`src/core/pll_cfg.svh`:
```
// Address map, field layout and timing counts of the clock divider and lock detector
`ifndef PLL_CFG_SVH
`define PLL_CFG_SVH

// ****************************************************************
// Register byte addresses
// ****************************************************************
`define ADDR_PRESCALE     8'h00
`define ADDR_OUT_DIV      8'h04
`define ADDR_LOOP_CFG     8'h08
`define ADDR_STATUS       8'h0c

// ****************************************************************
// Field positions
// ****************************************************************
`define PS_M_LSB          0
`define PS_N_LSB          8
`define VD_FIELD_W        5
`define LC_FBK_LSB        0
`define LC_MODE_BIT       3
`define LC_QUAL_LSB       4
`define LC_CP_LSB         12
`define LC_RES_LSB        16
`define LC_COARSE_BIT     19
`define ST_LOCK_BIT       0
`define ST_BYPASS_BIT     1
`define ST_QUAL_LSB       2

// ****************************************************************
// Reset values and limits
// ****************************************************************
`define PRESCALE_RST      32'h0000_0000
`define OUT_DIV_RST       32'h0000_0000
`define LOOP_CFG_RST      32'h0000_00f0
`define FBK_SEL_MAX       3'h4
`define CP_CODE_MAX       4'hd
`define RES_CODE_MAX      3'h5
`define QUAL_MIN          9'h010
`define QUAL_MAX          9'h100
`define NUM_OUT           5

// ****************************************************************
// Timing counts in cycles of clk
// ****************************************************************
`define PHASE_WIN_CYC     3'h2
`define REF_LOSS_CYC      10'h3ff

`endif

```
`src/core/pll_pkg.sv`:
```
// Types shared by the divider and lock detector files
package pll_pkg;

	// Lock detector states, Gray coded along idle, qualify, locked
	typedef enum logic [1:0] {
		LK_IDLE   = 2'b00,
		LK_QUAL   = 2'b01,
		LK_LOCKED = 2'b11
	} lock_state_t;

	typedef logic [4:0] div_code_t;
	typedef logic [6:0] div_ratio_t;

endpackage

```
`src/core/pll_divider_and_lock_detect.sv`:
```
// Clock synthesis dividers, lock detector and APB configuration registers
`timescale 1ns/1ns
`include "pll_cfg.svh"
module pll_divider_and_lock_detect (
	input  wire logic        clk,         // System clock, 25 MHz
	input  wire logic        rst,         // Synchronous reset, active high
	input  wire logic        psel,        // APB select
	input  wire logic        penable,     // APB enable
	input  wire logic        pwrite,      // APB write
	input  wire logic [7:0]  paddr,       // APB byte address
	input  wire logic [31:0] pwdata,      // APB write data
	output logic      [31:0] prdata,      // APB read data
	output logic             pready,      // APB ready
	output logic             pslverr,     // APB error on unmapped address
	input  wire logic        ref_in,      // Selected reference clock pin
	input  wire logic        osc_in,      // Oscillator clock
	input  wire logic        bypass_in,   // Loop bypass control pin
	output logic [4:0]       clk_out,     // Output divider clocks
	output logic             lock_n,      // Lock indication, low when locked
	output logic [3:0]       cp_code,     // Charge-pump current code
	output logic [2:0]       res_code,    // Loop filter resistor code
	output logic             coarse_skew  // Coarse skew mode select
);
	import pll_pkg::*;

	// ****************************************************************
	// State
	// ****************************************************************
	typedef struct packed {
		logic [31:0] prescale;
		logic [31:0] out_div;
		logic [31:0] loop_cfg;
		logic [31:0] rdata;
		lock_state_t lk;
		logic [8:0]  qual;
		logic        pend_ref;
		logic        pend_fbk;
		logic [2:0]  win;
		logic [1:0]  fcnt;
		logic [9:0]  ref_idle;
		logic        ref_lost;
		logic        lock_n;
	} top_st_t;

	top_st_t st_reg;
	top_st_t st_next;

	// ****************************************************************
	// Pin synchronisers
	// ****************************************************************
	logic ref_rise;
	logic osc_rise;
	logic bypass;

	edge_sync u_ref_sync (
		.clk   (clk),
		.rst   (rst),
		.pin   (ref_in),
		.level (),
		.rise  (ref_rise)
	);

	edge_sync u_osc_sync (
		.clk   (clk),
		.rst   (rst),
		.pin   (osc_in),
		.level (),
		.rise  (osc_rise)
	);

	edge_sync u_byp_sync (
		.clk   (clk),
		.rst   (rst),
		.pin   (bypass_in),
		.level (bypass),
		.rise  ()
	);

	// ****************************************************************
	// Dividers
	// ****************************************************************
	div_code_t  m_code;
	div_code_t  n_code;
	div_ratio_t m_ratio;
	div_ratio_t n_ratio;
	logic [2:0] fbk_sel;
	logic       m_rise;
	logic       n_rise;
	logic [4:0] v_rise;
	logic [4:0] v_clk;
	logic       fbk_rise;
	logic       v_src;

	assign m_code  = st_reg.prescale[`PS_M_LSB +: 5];
	assign n_code  = st_reg.prescale[`PS_N_LSB +: 5];
	assign m_ratio = {2'b00, m_code} + 7'h01;
	assign n_ratio = {2'b00, n_code} + 7'h01;
	assign fbk_sel = st_reg.loop_cfg[`LC_FBK_LSB +: 3];

	ratio_divider u_m_div (
		.clk     (clk),
		.rst     (rst),
		.src_en  (ref_rise),
		.ratio   (m_ratio),
		.high    ((m_ratio + 7'h01) >> 1),
		.clk_out (),
		.rise    (m_rise)
	);

	// In bypass the V dividers run from the prescaled reference
	assign v_src = bypass ? m_rise : osc_rise;

	generate
		for (genvar k = 0; k < `NUM_OUT; k++) begin : g_vdiv
			div_code_t  code;
			div_ratio_t ratio;
			div_ratio_t half;
			div_ratio_t high;

			assign code  = st_reg.out_div[k*`VD_FIELD_W +: `VD_FIELD_W];
			assign half  = {2'b00, code} + 7'h01;
			// Even ratio 2..64 normally, halved to 1..32 in bypass
			assign ratio = bypass ? half : {half[5:0], 1'b0};
			// Ratios of 4k+2 above 2 run one edge short of half high
			assign high  = (!bypass && half[0] && half != 7'h01) ? half - 7'h01
				: (bypass ? ((half + 7'h01) >> 1) : half);

			ratio_divider u_v_div (
				.clk     (clk),
				.rst     (rst),
				.src_en  (v_src),
				.ratio   (ratio),
				.high    (high),
				.clk_out (v_clk[k]),
				.rise    (v_rise[k])
			);
		end
	endgenerate

	// The feedback divider keeps driving its own output as well
	assign fbk_rise = v_rise[fbk_sel];

	ratio_divider u_n_div (
		.clk     (clk),
		.rst     (rst),
		.src_en  (fbk_rise),
		.ratio   (n_ratio),
		.high    ((n_ratio + 7'h01) >> 1),
		.clk_out (),
		.rise    (n_rise)
	);

	// ****************************************************************
	// Register access and lock detection
	// ****************************************************************
	logic       wr_en;
	logic       rd_setup;
	logic       addr_ok;
	logic       freq_mode;
	logic [8:0] qual_target;
	logic [8:0] qual_inc;
	logic       match;
	logic       mismatch;
	logic       freq_ok;
	logic [1:0] fbk_total;
	logic [31:0] wval;

	assign addr_ok   = (paddr == `ADDR_PRESCALE) || (paddr == `ADDR_OUT_DIV)
		|| (paddr == `ADDR_LOOP_CFG) || (paddr == `ADDR_STATUS);
	assign wr_en     = psel & penable & pwrite & addr_ok;
	assign rd_setup  = psel & ~penable & ~pwrite;
	assign freq_mode = st_reg.loop_cfg[`LC_MODE_BIT];
	assign qual_inc  = st_reg.qual + 9'h001;

	// Qualify count is code plus one, held inside 16..256
	always_comb begin
		qual_target = {1'b0, st_reg.loop_cfg[`LC_QUAL_LSB +: 8]} + 9'h001;
		if (qual_target < `QUAL_MIN) begin
			qual_target = `QUAL_MIN;
		end
	end

	always_comb begin
		st_next   = st_reg;
		match     = 1'b0;
		mismatch  = 1'b0;
		freq_ok   = 1'b0;
		fbk_total = st_reg.fcnt + {1'b0, n_rise};
		wval      = pwdata;

		// Register writes take effect in the access phase
		if (wr_en) begin
			unique case (paddr)
				`ADDR_PRESCALE: begin
					st_next.prescale = {19'h0, wval[12:8], 3'h0, wval[4:0]};
				end
				`ADDR_OUT_DIV: begin
					st_next.out_div = {7'h0, wval[24:0]};
				end
				`ADDR_LOOP_CFG: begin
					// Out-of-range selections clamp to the last legal setting
					if (wval[`LC_FBK_LSB +: 3] > `FBK_SEL_MAX) begin
						wval[`LC_FBK_LSB +: 3] = `FBK_SEL_MAX;
					end
					if (wval[`LC_CP_LSB +: 4] > `CP_CODE_MAX) begin
						wval[`LC_CP_LSB +: 4] = `CP_CODE_MAX;
					end
					if (wval[`LC_RES_LSB +: 3] > `RES_CODE_MAX) begin
						wval[`LC_RES_LSB +: 3] = `RES_CODE_MAX;
					end
					st_next.loop_cfg = {12'h0, wval[19:0]};
				end
				default: begin
				end
			endcase
		end

		// Read data is captured in the setup phase
		if (rd_setup) begin
			unique case (paddr)
				`ADDR_PRESCALE: st_next.rdata = st_reg.prescale;
				`ADDR_OUT_DIV:  st_next.rdata = st_reg.out_div;
				`ADDR_LOOP_CFG: st_next.rdata = st_reg.loop_cfg;
				`ADDR_STATUS: begin
					st_next.rdata = 32'h0;
					st_next.rdata[`ST_LOCK_BIT]   = ~st_reg.lock_n;
					st_next.rdata[`ST_BYPASS_BIT] = bypass;
					st_next.rdata[`ST_QUAL_LSB +: 9] = st_reg.qual;
				end
				default: st_next.rdata = 32'h0;
			endcase
		end

		// Rising-edge phase comparison within a short window
		if (m_rise && n_rise) begin
			match            = 1'b1;
			st_next.pend_ref = 1'b0;
			st_next.pend_fbk = 1'b0;
		end else if (m_rise) begin
			if (st_reg.pend_fbk) begin
				match            = 1'b1;
				st_next.pend_fbk = 1'b0;
			end else begin
				mismatch         = st_reg.pend_ref;
				st_next.pend_ref = 1'b1;
				st_next.win      = 3'h0;
			end
		end else if (n_rise) begin
			if (st_reg.pend_ref) begin
				match            = 1'b1;
				st_next.pend_ref = 1'b0;
			end else begin
				mismatch         = st_reg.pend_fbk;
				st_next.pend_fbk = 1'b1;
				st_next.win      = 3'h0;
			end
		end else if (st_reg.pend_ref || st_reg.pend_fbk) begin
			st_next.win = st_reg.win + 3'h1;
			if (st_next.win >= `PHASE_WIN_CYC) begin
				mismatch         = 1'b1;
				st_next.pend_ref = 1'b0;
				st_next.pend_fbk = 1'b0;
			end
		end

		// Reference watchdog on the prescaled reference
		if (m_rise) begin
			st_next.ref_idle = 10'h000;
			st_next.ref_lost = 1'b0;
		end else if (st_reg.ref_idle == `REF_LOSS_CYC) begin
			st_next.ref_lost = 1'b1;
		end else begin
			st_next.ref_idle = st_reg.ref_idle + 10'h001;
		end

		// Frequency check: exactly one feedback edge per reference period
		if (m_rise) begin
			freq_ok      = (fbk_total == 2'h1);
			st_next.fcnt = 2'h0;
		end else if (n_rise && st_reg.fcnt != 2'h3) begin
			st_next.fcnt = st_reg.fcnt + 2'h1;
		end

		// Lock state machine
		if (bypass) begin
			st_next.lk   = LK_IDLE;
			st_next.qual = 9'h000;
		end else if (!freq_mode) begin
			st_next.qual = 9'h000;
			if (mismatch || st_next.ref_lost) begin
				st_next.lk = LK_IDLE;
			end else if (match) begin
				st_next.lk = LK_LOCKED;
			end
		end else if (m_rise) begin
			// A stopped reference freezes this path, so lock may persist
			if (!freq_ok) begin
				st_next.lk   = LK_IDLE;
				st_next.qual = 9'h000;
			end else if (st_reg.lk != LK_LOCKED) begin
				st_next.qual = qual_inc;
				st_next.lk   = (qual_inc >= qual_target) ? LK_LOCKED : LK_QUAL;
			end
		end

		st_next.lock_n = (st_next.lk != LK_LOCKED);
	end

	// ****************************************************************
	// Registers
	// ****************************************************************
	always_ff @(posedge clk) begin
		if (rst) begin
			st_reg          <= '0;
			st_reg.prescale <= `PRESCALE_RST;
			st_reg.out_div  <= `OUT_DIV_RST;
			st_reg.loop_cfg <= `LOOP_CFG_RST;
			st_reg.lk       <= LK_IDLE;
			st_reg.lock_n   <= 1'b1;
		end else begin
			st_reg <= st_next;
		end
	end

	// ****************************************************************
	// Outputs
	// ****************************************************************
	assign prdata      = st_reg.rdata;
	assign pready      = psel & penable;
	assign pslverr     = psel & penable & ~addr_ok;
	assign clk_out     = v_clk;
	assign lock_n      = st_reg.lock_n;
	// Skew circuits work in oscillator periods, so coarse mode only flags them
	assign cp_code     = st_reg.loop_cfg[`LC_CP_LSB +: 4];
	assign res_code    = st_reg.loop_cfg[`LC_RES_LSB +: 3];
	assign coarse_skew = st_reg.loop_cfg[`LC_COARSE_BIT];
endmodule

```
`src/core/edge_sync.sv`:
```
// Three-flop synchroniser with a registered rising-edge pulse
`timescale 1ns/1ns
module edge_sync (
	input  wire logic clk,   // System clock
	input  wire logic rst,   // Synchronous reset, active high
	input  wire logic pin,   // Asynchronous input
	output logic      level, // Synchronised level
	output logic      rise   // One-cycle pulse on a rising edge
);
	import pll_pkg::*;

	typedef struct packed {
		logic s1;
		logic s2;
		logic s3;
		logic rise;
	} sync_st_t;

	sync_st_t st_reg;
	sync_st_t st_next;

	always_comb begin
		st_next      = st_reg;
		st_next.s1   = pin;
		st_next.s2   = st_reg.s1;
		st_next.s3   = st_reg.s2;
		// Only s2 and s3 feed the edge test; s1 may be metastable
		st_next.rise = st_reg.s2 & ~st_reg.s3;
	end

	always_ff @(posedge clk) begin
		if (rst) begin
			st_reg <= '0;
		end else begin
			st_reg <= st_next;
		end
	end

	assign level = st_reg.s3;
	assign rise  = st_reg.rise;
endmodule

```
`src/core/ratio_divider.sv`:
```
// Integer clock divider stepped by source-edge enable pulses
`timescale 1ns/1ns
module ratio_divider (
	input  wire logic                clk,     // System clock
	input  wire logic                rst,     // Synchronous reset, active high
	input  wire logic                src_en,  // One pulse per source rising edge
	input  wire pll_pkg::div_ratio_t ratio,   // Division ratio, 1 or more
	input  wire pll_pkg::div_ratio_t high,    // Source edges the output stays high
	output logic                     clk_out, // Divided clock level
	output logic                     rise     // Pulse when the divided clock rises
);
	import pll_pkg::*;

	typedef struct packed {
		div_ratio_t cnt;
		logic       out;
		logic       rise;
	} div_st_t;

	div_st_t    st_reg;
	div_st_t    st_next;
	div_ratio_t cnt_inc;

	always_comb begin
		st_next      = st_reg;
		st_next.rise = 1'b0;
		cnt_inc      = st_reg.cnt + 7'h01;
		if (src_en) begin
			// A ratio changed below the count wraps at once instead of running out
			st_next.cnt  = (cnt_inc >= ratio) ? 7'h00 : cnt_inc;
			st_next.rise = (st_next.cnt == 7'h00);
			// Ratio one passes each source edge through as a one-cycle high
			st_next.out  = (ratio == 7'h01) ? 1'b1 : (st_next.cnt < high);
		end else if (ratio == 7'h01) begin
			st_next.out = 1'b0;
		end
	end

	always_ff @(posedge clk) begin
		if (rst) begin
			st_reg <= '0;
		end else begin
			st_reg <= st_next;
		end
	end

	assign clk_out = st_reg.out;
	assign rise    = st_reg.rise;
endmodule

```
`config.mk`:
```
export PLATFORM = sky130hd
export DESIGN_NAME = pll_divider_and_lock_detect
export DESIGN_NICKNAME = d
export VERILOG_FILES = /design/src/core/pll_pkg.sv /design/src/core/pll_divider_and_lock_detect.sv /design/src/core/edge_sync.sv /design/src/core/ratio_divider.sv
export VERILOG_INCLUDE_DIRS = /design/src /design/src/core
export SDC_FILE = /design/constraint.sdc
export NUM_CORES = 1
export LEC_CHECK = 0
export ABC_CLOCK_PERIOD_IN_PS = 4900
export BUFFER_PORTS_ARGS = -buffer_cell sky130_fd_sc_hd__buf_4
export CAP_MARGIN = 40
export CELL_PAD_IN_SITES_DETAIL_PLACEMENT = 1
export CELL_PAD_IN_SITES_GLOBAL_PLACEMENT = 1
export CORE_ASPECT_RATIO = 0.8
export CORE_UTILIZATION = 24
export DETAILED_ROUTE_END_ITERATION = 10
export PLACE_DENSITY = 0.47
export SYNTH_ARGS = -nofsm -noshare
export SYNTH_HDL_FRONTEND = slang
export SYNTH_SLANG_ARGS = --single-unit
export TNS_END_PERCENT = 1
```
`constraint.sdc`:
```
create_clock -name clk -period 4.9 [get_ports clk]
set_clock_uncertainty 0.2 [all_clocks]
set_input_delay 1.47 -clock clk [delete_from_list [all_inputs] [get_ports clk]]
set_output_delay 1.47 -clock clk [all_outputs]
set_load 0.05 [all_outputs]
```
# == Word level (Yosys, flattened, before mapping) ==
# Cells that the tools add are included.
# word_totals
ff_bits,189
out_inout_bits,48
elab_cells,257
# op_classes
n_addsub,30
n_lt_le_gt_ge,19
n_eq_ne,22
mux,75
bitwise,19
n_reduce_logical,49
# ops
op,n
two-way mux 7 bit,17
one-hot mux 25 bit (4 select lines),1
two-way mux 11 bit,5
adder 7 x 1 -> 7 bit (second input constant),7
zero test 7 bit,7
adder 5 x 1 -> 6 bit (second input constant),7
adder 6 x 1 -> 7 bit (second input constant),5
equality test 7 x 1 -> 1 bit (second input constant),5
greater-or-equal comparator 7 bit,5
less-than comparator 7 bit,5
subtractor 6 x 1 -> 7 bit (second input constant),5
two-way mux 1 bit,33
two-way mux 6 bit,5
inequality test 6 x 1 -> 1 bit (second input constant),5
equality test 8 x 4 -> 1 bit (second input constant),2
two-way mux 5 bit,3
greater-or-equal comparator 7 x 6 -> 1 bit,2
nonzero test 2 bit,7
logical AND 1 bit,12
inverter 1 bit,11
adder 10 x 1 -> 10 bit (second input constant),1
equality test 10 bit (second input constant),1
inequality test 2 bit (second input constant),5
OR reduction 2 bit,5
other kinds (29),53

# == Longest topological paths before layout ==
# Gate-level depths: netlist of the first run.
# logic_depth
ltp_word,12
depth_mapped,18
ltp_nobuf,16

# == By module ==
# A second synthesis of the first run with hierarchy kept.
# unflattened
cells_unflattened,1821
hier_area_um2,14786.7
# modules_own_cells
mod,n_inst,cells_per_inst,area_per_inst_um2,seq_area_each_um2
pll_divider_and_lock_detect,1,971,7757.4,2202.1
ratio_divider at g_vdiv[2].u_v_div ...,4,118,952.2,180.2
ratio_divider at g_vdiv[0].u_v_div ...,3,118,962.2,180.2
edge_sync,3,8,111.4,80.1

# == Worst setup path before layout of the first run ==
# No wires, ideal clock.
# synth_path
kind,input to output
from,input port psel
to,output port pslverr
arrival_time_ns,2.406
required_ns,3.230
slack_ns,0.824
cell_stages,2
path_buffers,0
cell_sequence,and2_1 -> and2_1
# synth_via
elab_chain_cells,2
# synth_lines
element,line_no,source
start: declaration,pll_divider_and_lock_detect.sv:7,"input wire logic psel,"
bitwise AND 1 bit (2 in a row),pll_divider_and_lock_detect.sv:330,assign pslverr = psel & penable & ~addr_ok;
end: declaration,pll_divider_and_lock_detect.sv:14,"output logic pslverr,"
# Every way passes these cells.

# == Final worst setup path of the first run ==
# layout_path
from,"register st_reg, in the netlist g_vdiv[2].code[0]"
to,"register g_vdiv[2].u_v_div.st_reg, in the netlist g_vdiv[2].u_v_div.clk_out"
# layout_via
elab_chain_cells,7
elab_cells_between_ends,16
classes_between,3 x add/sub; 2 x order compare; 2 x eq/ne; 6 x mux; 3 x reduce/logical
# layout_lines
element,line_no,source
start: declaration,pll_divider_and_lock_detect.sv:45,top_st_t st_reg;
start signal: assignment,pll_divider_and_lock_detect.sv:321,st_reg <= st_next;
adder 5 x 1 -> 6 bit *,pll_divider_and_lock_detect.sv:121,"assign half = {2'b00, code} + 7'h01;"
adder 6 x 1 -> 7 bit (tied with other cells),pll_divider_and_lock_detect.sv:126,: (bypass ? ((half + 7'h01) >> 1) : half);
two-way mux 6 bit (tied with other cells),pll_divider_and_lock_detect.sv:126,
"two-way mux 7 bit, on equally long branches","pll_divider_and_lock_detect.sv:125, ratio_divider.sv:30",
less-than comparator 7 bit,ratio_divider.sv:33,st_next.out = (ratio == 7'h01) ? 1'b1 : (st_next.cnt < high);
two-way mux 1 bit,ratio_divider.sv:33,
two-way mux 1 bit,ratio_divider.sv:28,if (src_en) begin
end signal: assignment,ratio_divider.sv:43,st_reg <= st_next;
end: declaration,ratio_divider.sv:20,div_st_t st_reg;
# Every way passes the cells marked *; elsewhere a longest branch is shown, timed or not.
# A chain may end at the register's enable or synchronous reset.

==> results.sh, run 1 <==
export IMPL_worst_endpoint_arrival_ns=4.49
export IMPL_place_detailed_hpwl_um=31300
export IMPL_drt_iter0_markers=479
export IMPL_finalNetCount=1752
export IMPL_yosysSeqAreaShare_pct=28.55
export IMPL_period_needed_ns=4.358
export IMPL_end_kind="flip-flop"
export IMPL_swShare_pct=28.13
export IMPL_synth_compound_area_share_pct=16.42
export IMPL_place_area_um2=13850
export IMPL_io_buffers=81
export IMPL_drv_slew=0
export IMPL_synthMuxAreaShare_pct=7.196
export IMPL_max_clock_path_buffers=2
export IMPL_ios=96
export IMPL_hold_path_class="flip-flop to flip-flop"
export IMPL_cts_buffers=17
export IMPL_period_share_pct=88.94
export IMPL_multi_input_area_um2=8240
export IMPL_synth_xor_area_share_pct=5.471
export IMPL_ys_flop_type="dfxtp_1"
export IMPL_layout_setup_ws_ns=0.5417
export IMPL_r2r_slack_ns=0.54
export IMPL_mostFrequentLayoutCells="nor2_1, dfxtp_1, ha_1"
export IMPL_critPathLaunchType="flip-flop"
export IMPL_ys_warn_count=0
export IMPL_crit_type="flip-flop to flip-flop"
export IMPL_worstSkewPairLatency_ns=0.47
export IMPL_cts_sinks=182
export IMPL_ir_drop_mv=0.1940
export IMPL_grtUsageTotal_pct=15.75
export IMPL_total_power_mw=3.127
export IMPL_async_flop_share_pct=0
export IMPL_grt_pass1_wl_um=66790
export IMPL_synth_top_family_by_area="simple AND/OR/NAND/NOR gates"
export IMPL_clkTransAtPathRegs_ns=0.08
export IMPL_final_seq_area_um2=3645
export IMPL_switchingPower_mw=0.8796
export IMPL_finalSetupViolations=0
export IMPL_num_vias=11217
export IMPL_rows=75
export IMPL_power_frac_clock_pct=45.3
export IMPL_fp_dieArea_um2=54110
export IMPL_avgSynthCellArea_um2=8.103
export IMPL_avgViaCountPerCell=4.896
export IMPL_leakagePower_nw=6.216
export IMPL_tightest_slew_ns=0.8114
export IMPL_cts_root_buf="clkbuf_16"
export IMPL_fillers=6190
export IMPL_layout_drive_gt1_share_pct=11.33
export IMPL_hold_viol=0
export IMPL_cts_resized=0
export IMPL_core_um2=52460
export IMPL_final_area_um2=14420
export IMPL_slew_headroom_pct=45.91
export IMPL_largest_reg_flops=37
export IMPL_max_freq_mhz=229.5
export IMPL_cp_required_ns=5.03
export IMPL_synth_adder_area_share_pct=11.67
export IMPL_antenna_found_initial=1
export IMPL_final_common_cell="nor2_1"
export IMPL_cts_tree="yes"
export IMPL_wl_per_cell_um=18.01
export IMPL_fp_dieW_um=259.8
export IMPL_path_max_fanout=10
export IMPL_grt_overflow_total=0
export IMPL_syn2layout_area_growth_pct=13.01
export IMPL_p_per_area_nw_per_um2=216.8
export IMPL_die_y_um=208.3
export IMPL_grt_setup_unrepaired="false"
export IMPL_seqPwrFrac_pct=47.9
export IMPL_setup_tns_final_ns=0
export IMPL_gp_congestion=0.7798
export IMPL_synth_cells=1575
export IMPL_yosysUniqueCellTypes=86
export IMPL_syn_area_um2=12760
export IMPL_synth_edf_count=0
export IMPL_post_cts_repair_setup_buffers=0
export IMPL_ys_ff_latch=182
export IMPL_grt_max_degree=60
export IMPL_cts_hold_buf=0
export IMPL_post_place_ws_ns=0.5753
export IMPL_status="finished, final reports clean"
export IMPL_htreeDepth=4
export IMPL_first_pass_iters=4
export IMPL_comb_power_share_pct=6.8
export IMPL_synth_simple_gate_area_share_pct=23.51
export IMPL_internal_power_mw=2.247
export IMPL_cap_violations=0
export IMPL_wl_um=41270
export IMPL_ant_nets=0
export IMPL_drc_errors=0
export IMPL_n_antenna_cell=0
export IMPL_initial_core_util_pct=24.33
export IMPL_grt_pass1_vias=11521
==> final cells by class <==
| type | instances | area share, % |
|---|---|---|
| Clock inverter | 14 | 0.9196 |
| Multi-Input combinational cell | 1209 | 57.14 |
| Clock buffer | 18 | 3.045 |
| Sequential cell | 182 | 25.27 |
| Timing Repair Buffer | 111 | 5.951 |
| Inverter | 64 | 1.666 |
| Tap cell | 693 | 6.012 |
==> critical path: stages (launching register included) <==
cell and delay [ns]:
dfxtp_1 0.55, ha_1 0.38, nand3_1 0.16, xnor2_1 0.43, mux2i_1 0.14, ha_1 0.33
a21o_1 0.16, a221oi_1 0.30, o21ai_1 0.23, buf_4 0.23, nor2_1 0.15, ha_1 0.14
nand4_1 0.15, or3_1 0.38, o211ai_1 0.19, o211ai_1 0.11
==> power by group through the flow <==
stage	registers (mW)	clock network, mW	logic [mW]
6_report	1.50	1.42	0.212
5_1_grt	1.50	1.54	0.234
4_1_cts	1.50	1.49	0.216
3_5_place_dp	1.53	0	0.216
3_3_place_gp	1.53	0	0.214
2_1_floorplan	1.53	0	0.133
==> cells by family (layout without fill, tap and decap cells) <==
| group | after synthesis | in the layout |
|---|---|---|
| xor+xnor | 78 | 78 |
| other cells | 1 | 7 |
| flops | 182 | 182 |
| fa+ha+maj | 119 | 119 |
| mux | 81 | 81 |
| buf+inv | 190 | 207 |
| compound gates | 318 | 318 |
| simple gates | 606 | 606 |
==> final timing paths <==
path,from,end,cells past startpoint
min,u_ref_sync.level$_SDFF_PP0_,u_ref_sync.rise$_SDFF_PP0_,1
min reg2reg,u_ref_sync.level$_SDFF_PP0_,u_ref_sync.rise$_SDFF_PP0_,1
max reg2reg,g_vdiv[2].code[0]$_SDFFE_PP0P_,g_vdiv[2].u_v_div.clk_out$_SDFFE_PP0P_,15
max,g_vdiv[2].code[0]$_SDFFE_PP0P_,g_vdiv[2].u_v_div.clk_out$_SDFFE_PP0P_,15
==> layer usage <==
metal / global-route usage, % / share of wire (%)
met1: 22.78 / 53
met2: 23.55 / 42
met3: 3.350 / 3.2
met4: 3.692 / 1.3
met5: 0 / 0
==> metrics by stage <==
stage,hold slack [ns],std cells,util (%)
after floorplan,0.1674,1581,-
after global placement,0.1786,2259,26.40
after detailed placement,0.1966,2259,26.40
after CTS,0.2120,2291,27.49
after global routing,0.2212,2291,27.49
final,0.2033,2291,27.49
==> synth_stat cells, drive strengths merged (7+ instances only) <==
| master | instances | area share (%) |
|---|---|---|
| a21o | 11 | 0.65 |
| a21oi | 94 | 3.7 |
| a22oi | 31 | 1.8 |
| a31o | 8 | 0.55 |
| a31oi | 19 | 0.93 |
| a32oi | 7 | 0.48 |
| and2 | 14 | 0.69 |
| and3 | 17 | 0.83 |
| buf | 77 | 3.8 |
| clkbuf | 49 | 1.5 |
| dfxtp | 182 | 29 |
| ha | 119 | 12 |
| inv | 64 | 1.9 |
| mux2i | 70 | 5.5 |
| mux4 | 8 | 1.4 |
| nand2 | 110 | 3.3 |
| nand2b | 19 | 0.93 |
| nand3 | 77 | 3.1 |
| nand4 | 28 | 1.4 |
| nor2 | 197 | 5.8 |
| nor2b | 31 | 1.5 |
| nor3 | 35 | 1.4 |
| nor3b | 12 | 0.75 |
| nor4 | 9 | 0.56 |
| o211ai | 9 | 0.57 |
| o21ai | 59 | 2.4 |
| o32ai | 8 | 0.55 |
| or3 | 23 | 1.2 |
| xnor2 | 44 | 3.1 |
| xor2 | 34 | 2.3 |
Note: power is estimated with default switching activity, not from simulation.
==> run 2: changes to the inputs <==
Settings changed: ABC_AREA set to 1, PLACE_DENSITY 0.47 to 0.48.
==> run 2 against run 1 <==
Effect of this change: non-clock buffer count decreased by 13; critical path type is now input port to output pin; utilization increased by 0.062 points; setup slack improved by 0.10 ns; clock power increased by 5%; sequential share of layout area increased by 0.61 points; global-route usage increased by 0.46 points; via count increased by 4.6%.
==> results.sh, run 2 <==
export IMPL_slowest_stage="or2_4"
export IMPL_cts_buffers=17
export IMPL_critPathLaunchType="input port"
export IMPL_avgViaCountPerCell=4.618
export IMPL_slowest_delay_ns=0.26
export IMPL_p_per_area_nw_per_um2=242.8
export IMPL_cts_sinks=182
export IMPL_syn_area_um2=12430
export IMPL_grt_setup_unrepaired="false"
export IMPL_worstSkewPairLatency_ns=0.50
export IMPL_use_met1_pct=23.44
export IMPL_finalSetupViolations=0
export IMPL_synthTopCellsByCount="nand2_1, inv_1, a21oi_1"
export IMPL_path_max_fanout=4
export IMPL_max_clock_path_buffers=2
export IMPL_fp_dieW_um=256.4
export IMPL_gp_congestion=0.7922
export IMPL_grtUsageTotal_pct=16.21
export IMPL_period_needed_ns=4.257
export IMPL_ys_warn_count=0
export IMPL_core_um2=51110
export IMPL_crit_chain="buf_4 > or2_4 > nor3_1 > nand2_1 > nand4_2 > nor2_1 > buf_4"
export IMPL_met2_usage_pct=24.46
export IMPL_yosysSeqAreaShare_pct=29.31
export IMPL_setup_tns_final_ns=0
export IMPL_n_antenna_cell=0
export IMPL_ys_flop_type="dfxtp_1"
export IMPL_ir_drop_mv=0.2490
export IMPL_final_common_cell="nand2_1"
export IMPL_syn2layout_area_growth_pct=13.31
export IMPL_layout_setup_ws_ns=0.6426
export IMPL_grt_max_degree=67
export IMPL_rows=74
export IMPL_hold_path_class="flip-flop to flip-flop"
export IMPL_slew_headroom_pct=43.84
export IMPL_drc_errors=0
export IMPL_max_freq_mhz=234.9
export IMPL_antenna_found_initial=0
export IMPL_yosysTopAreaCellShare_pct=29.31
export IMPL_cts_hold_buf=0
export IMPL_end_kind="output pin"
export IMPL_crit_type="input port to output pin"
export IMPL_ys_ff_latch=182
export IMPL_yosysMostFrequentCell="nand2_1"
export IMPL_busiest_layer="met2"
export IMPL_hold_viol=0
export IMPL_ant_nets=0
export IMPL_wl_um=41220
export IMPL_io_buffers=81
export IMPL_tightest_slew_ns=0.8400
export IMPL_avgSynthCellArea_um2=6.811
export IMPL_ios=96
export IMPL_fp_dieArea_um2=52710
export IMPL_synth_top_cell_by_area="dfxtp_1"
export IMPL_place_detailed_hpwl_um=32530
export IMPL_wl_per_cell_um=16.22
export IMPL_synth_cells=1825
export IMPL_critPathTopFamily="simple AND/OR/NAND/NOR gates"
export IMPL_num_vias=11735
export IMPL_total_power_mw=3.420
export IMPL_post_place_ws_ns=0.6305
export IMPL_htreeDepth=4
export IMPL_initial_core_util_pct=24.32
export IMPL_synth_edf_count=0
export IMPL_cts_tree="yes"
export IMPL_status="finished, final reports clean"
export IMPL_post_cts_repair_setup_buffers=0
export IMPL_grt_pass1_vias=11890
export IMPL_grt_pass1_wl_um=66870
export IMPL_period_share_pct=86.89
export IMPL_cap_violations=0
export IMPL_cp_common_cell="buf_4"
export IMPL_synthTopCellsByArea="dfxtp_1, ha_1, nand2_1"
export IMPL_async_flop_share_pct=0
export IMPL_worst_path_buf_inv=2
export IMPL_met3_usage_pct=2.981
export IMPL_yosysUniqueCellTypes=43
export IMPL_first_pass_iters=4
export IMPL_worst_endpoint_arrival_ns=2.59
export IMPL_clkTransAtPathRegs_ns=0.08
export IMPL_drv_slew=0
export IMPL_largest_reg_flops=37
export IMPL_cts_root_buf="clkbuf_16"
export IMPL_grt_overflow_total=0
export IMPL_cts_resized=0
export IMPL_mostFrequentLayoutCells="nand2_1, inv_1, a21oi_1"
export IMPL_leakagePower_nw=6.438
export IMPL_layout_drive_gt1_share_pct=8.454
export IMPL_cp_required_ns=3.23
export IMPL_finalNetCount=2011
export IMPL_drt_iter0_markers=458
export IMPL_die_y_um=205.5
## run 2: changes by cell type in the layout (fill, tap and decap cells not counted), sizes merged, moves of 22 or more
cell / previous run / this run
a21oi: 94 / 196
o22ai: 4 / 26
nand2: 110 / 337
a22oi: 31 / 0
nor2: 197 / 172
xnor2: 44 / 7
o21ai: 59 / 152
mux2i: 70 / 0
inv: 72 / 253
nor2b: 31 / 0
or3: 23 / 0
## run 2: layout make-up
| type | count | area, um^2 |
|---|---|---|
| clock buffer | 17 | 425.4 |
| clock inverter | 15 | 192.7 |
| fill | 6352 | 37030 |
| inverter | 249 | 934.6 |
| multi-input combinational | 1296 | 7295 |
| sequential | 182 | 3645 |
| tap | 684 | 855.8 |
| timing repair buffer | 98 | 735.7 |
## run 2: cells by family (layout without fill, tap and decap cells)
kind of cell    Yosys count  count (layout)  share of synthesized area [%]
buf+inv                 353             379                          12.24
fa+ha+maj               119             119                          11.98
xor+xnor                 61              61                          4.298
other cells               1               7                        0.03017
compound gates          418             418                          18.29
flops                   182             182                          29.31
simple gates            691             691                          23.85
## run 2: worst paths after layout
| path | start | to | slack (ns) | cells past startpoint |
|---|---|---|---|---|
| max | paddr[1] | pslverr | 0.64 | 7 |
| min | u_ref_sync.level$_SDFF_PP0_ | u_ref_sync.rise$_SDFF_PP0_ | 0.20 | 1 |
| max reg2reg | g_vdiv[2].code[1]$_SDFFE_PP0P_ | g_vdiv[2].u_v_div.clk_out$_SDFFE_PP0P_ | 1.14 | 22 |
| min reg2reg | u_ref_sync.level$_SDFF_PP0_ | u_ref_sync.rise$_SDFF_PP0_ | 0.20 | 1 |
## run 2: power by group
| part | internal [mW] | switching, mW |
|---|---|---|
| combinational | 0.135 | 0.268 |
| clock | 0.733 | 0.762 |
| sequential | 1.50 | 0.0215 |
| total | 2.37 | 1.05 |
## run 2: stage by stage
| stage | instance area [um^2] | std cells | utilization, % | hold slack [ns] |
|---|---|---|---|---|
| after floorplan | 12450 | 1831 | - | 0.1728 |
| after global placement | 13470 | 2509 | 26.35 | 0.1784 |
| after detailed placement | 13470 | 2509 | 26.35 | 0.1827 |
| after CTS | 14080 | 2541 | 27.56 | 0.1960 |
| after global routing | 14080 | 2541 | 27.56 | 0.2216 |
| final | 14080 | 2541 | 27.56 | 0.1957 |
## run 2: metal layers
metal	wire, um	up-vias
met1	22430	5567
met5	0	-
met2	17160	107
li1	-	6036
met4	454	0
met3	1175	25
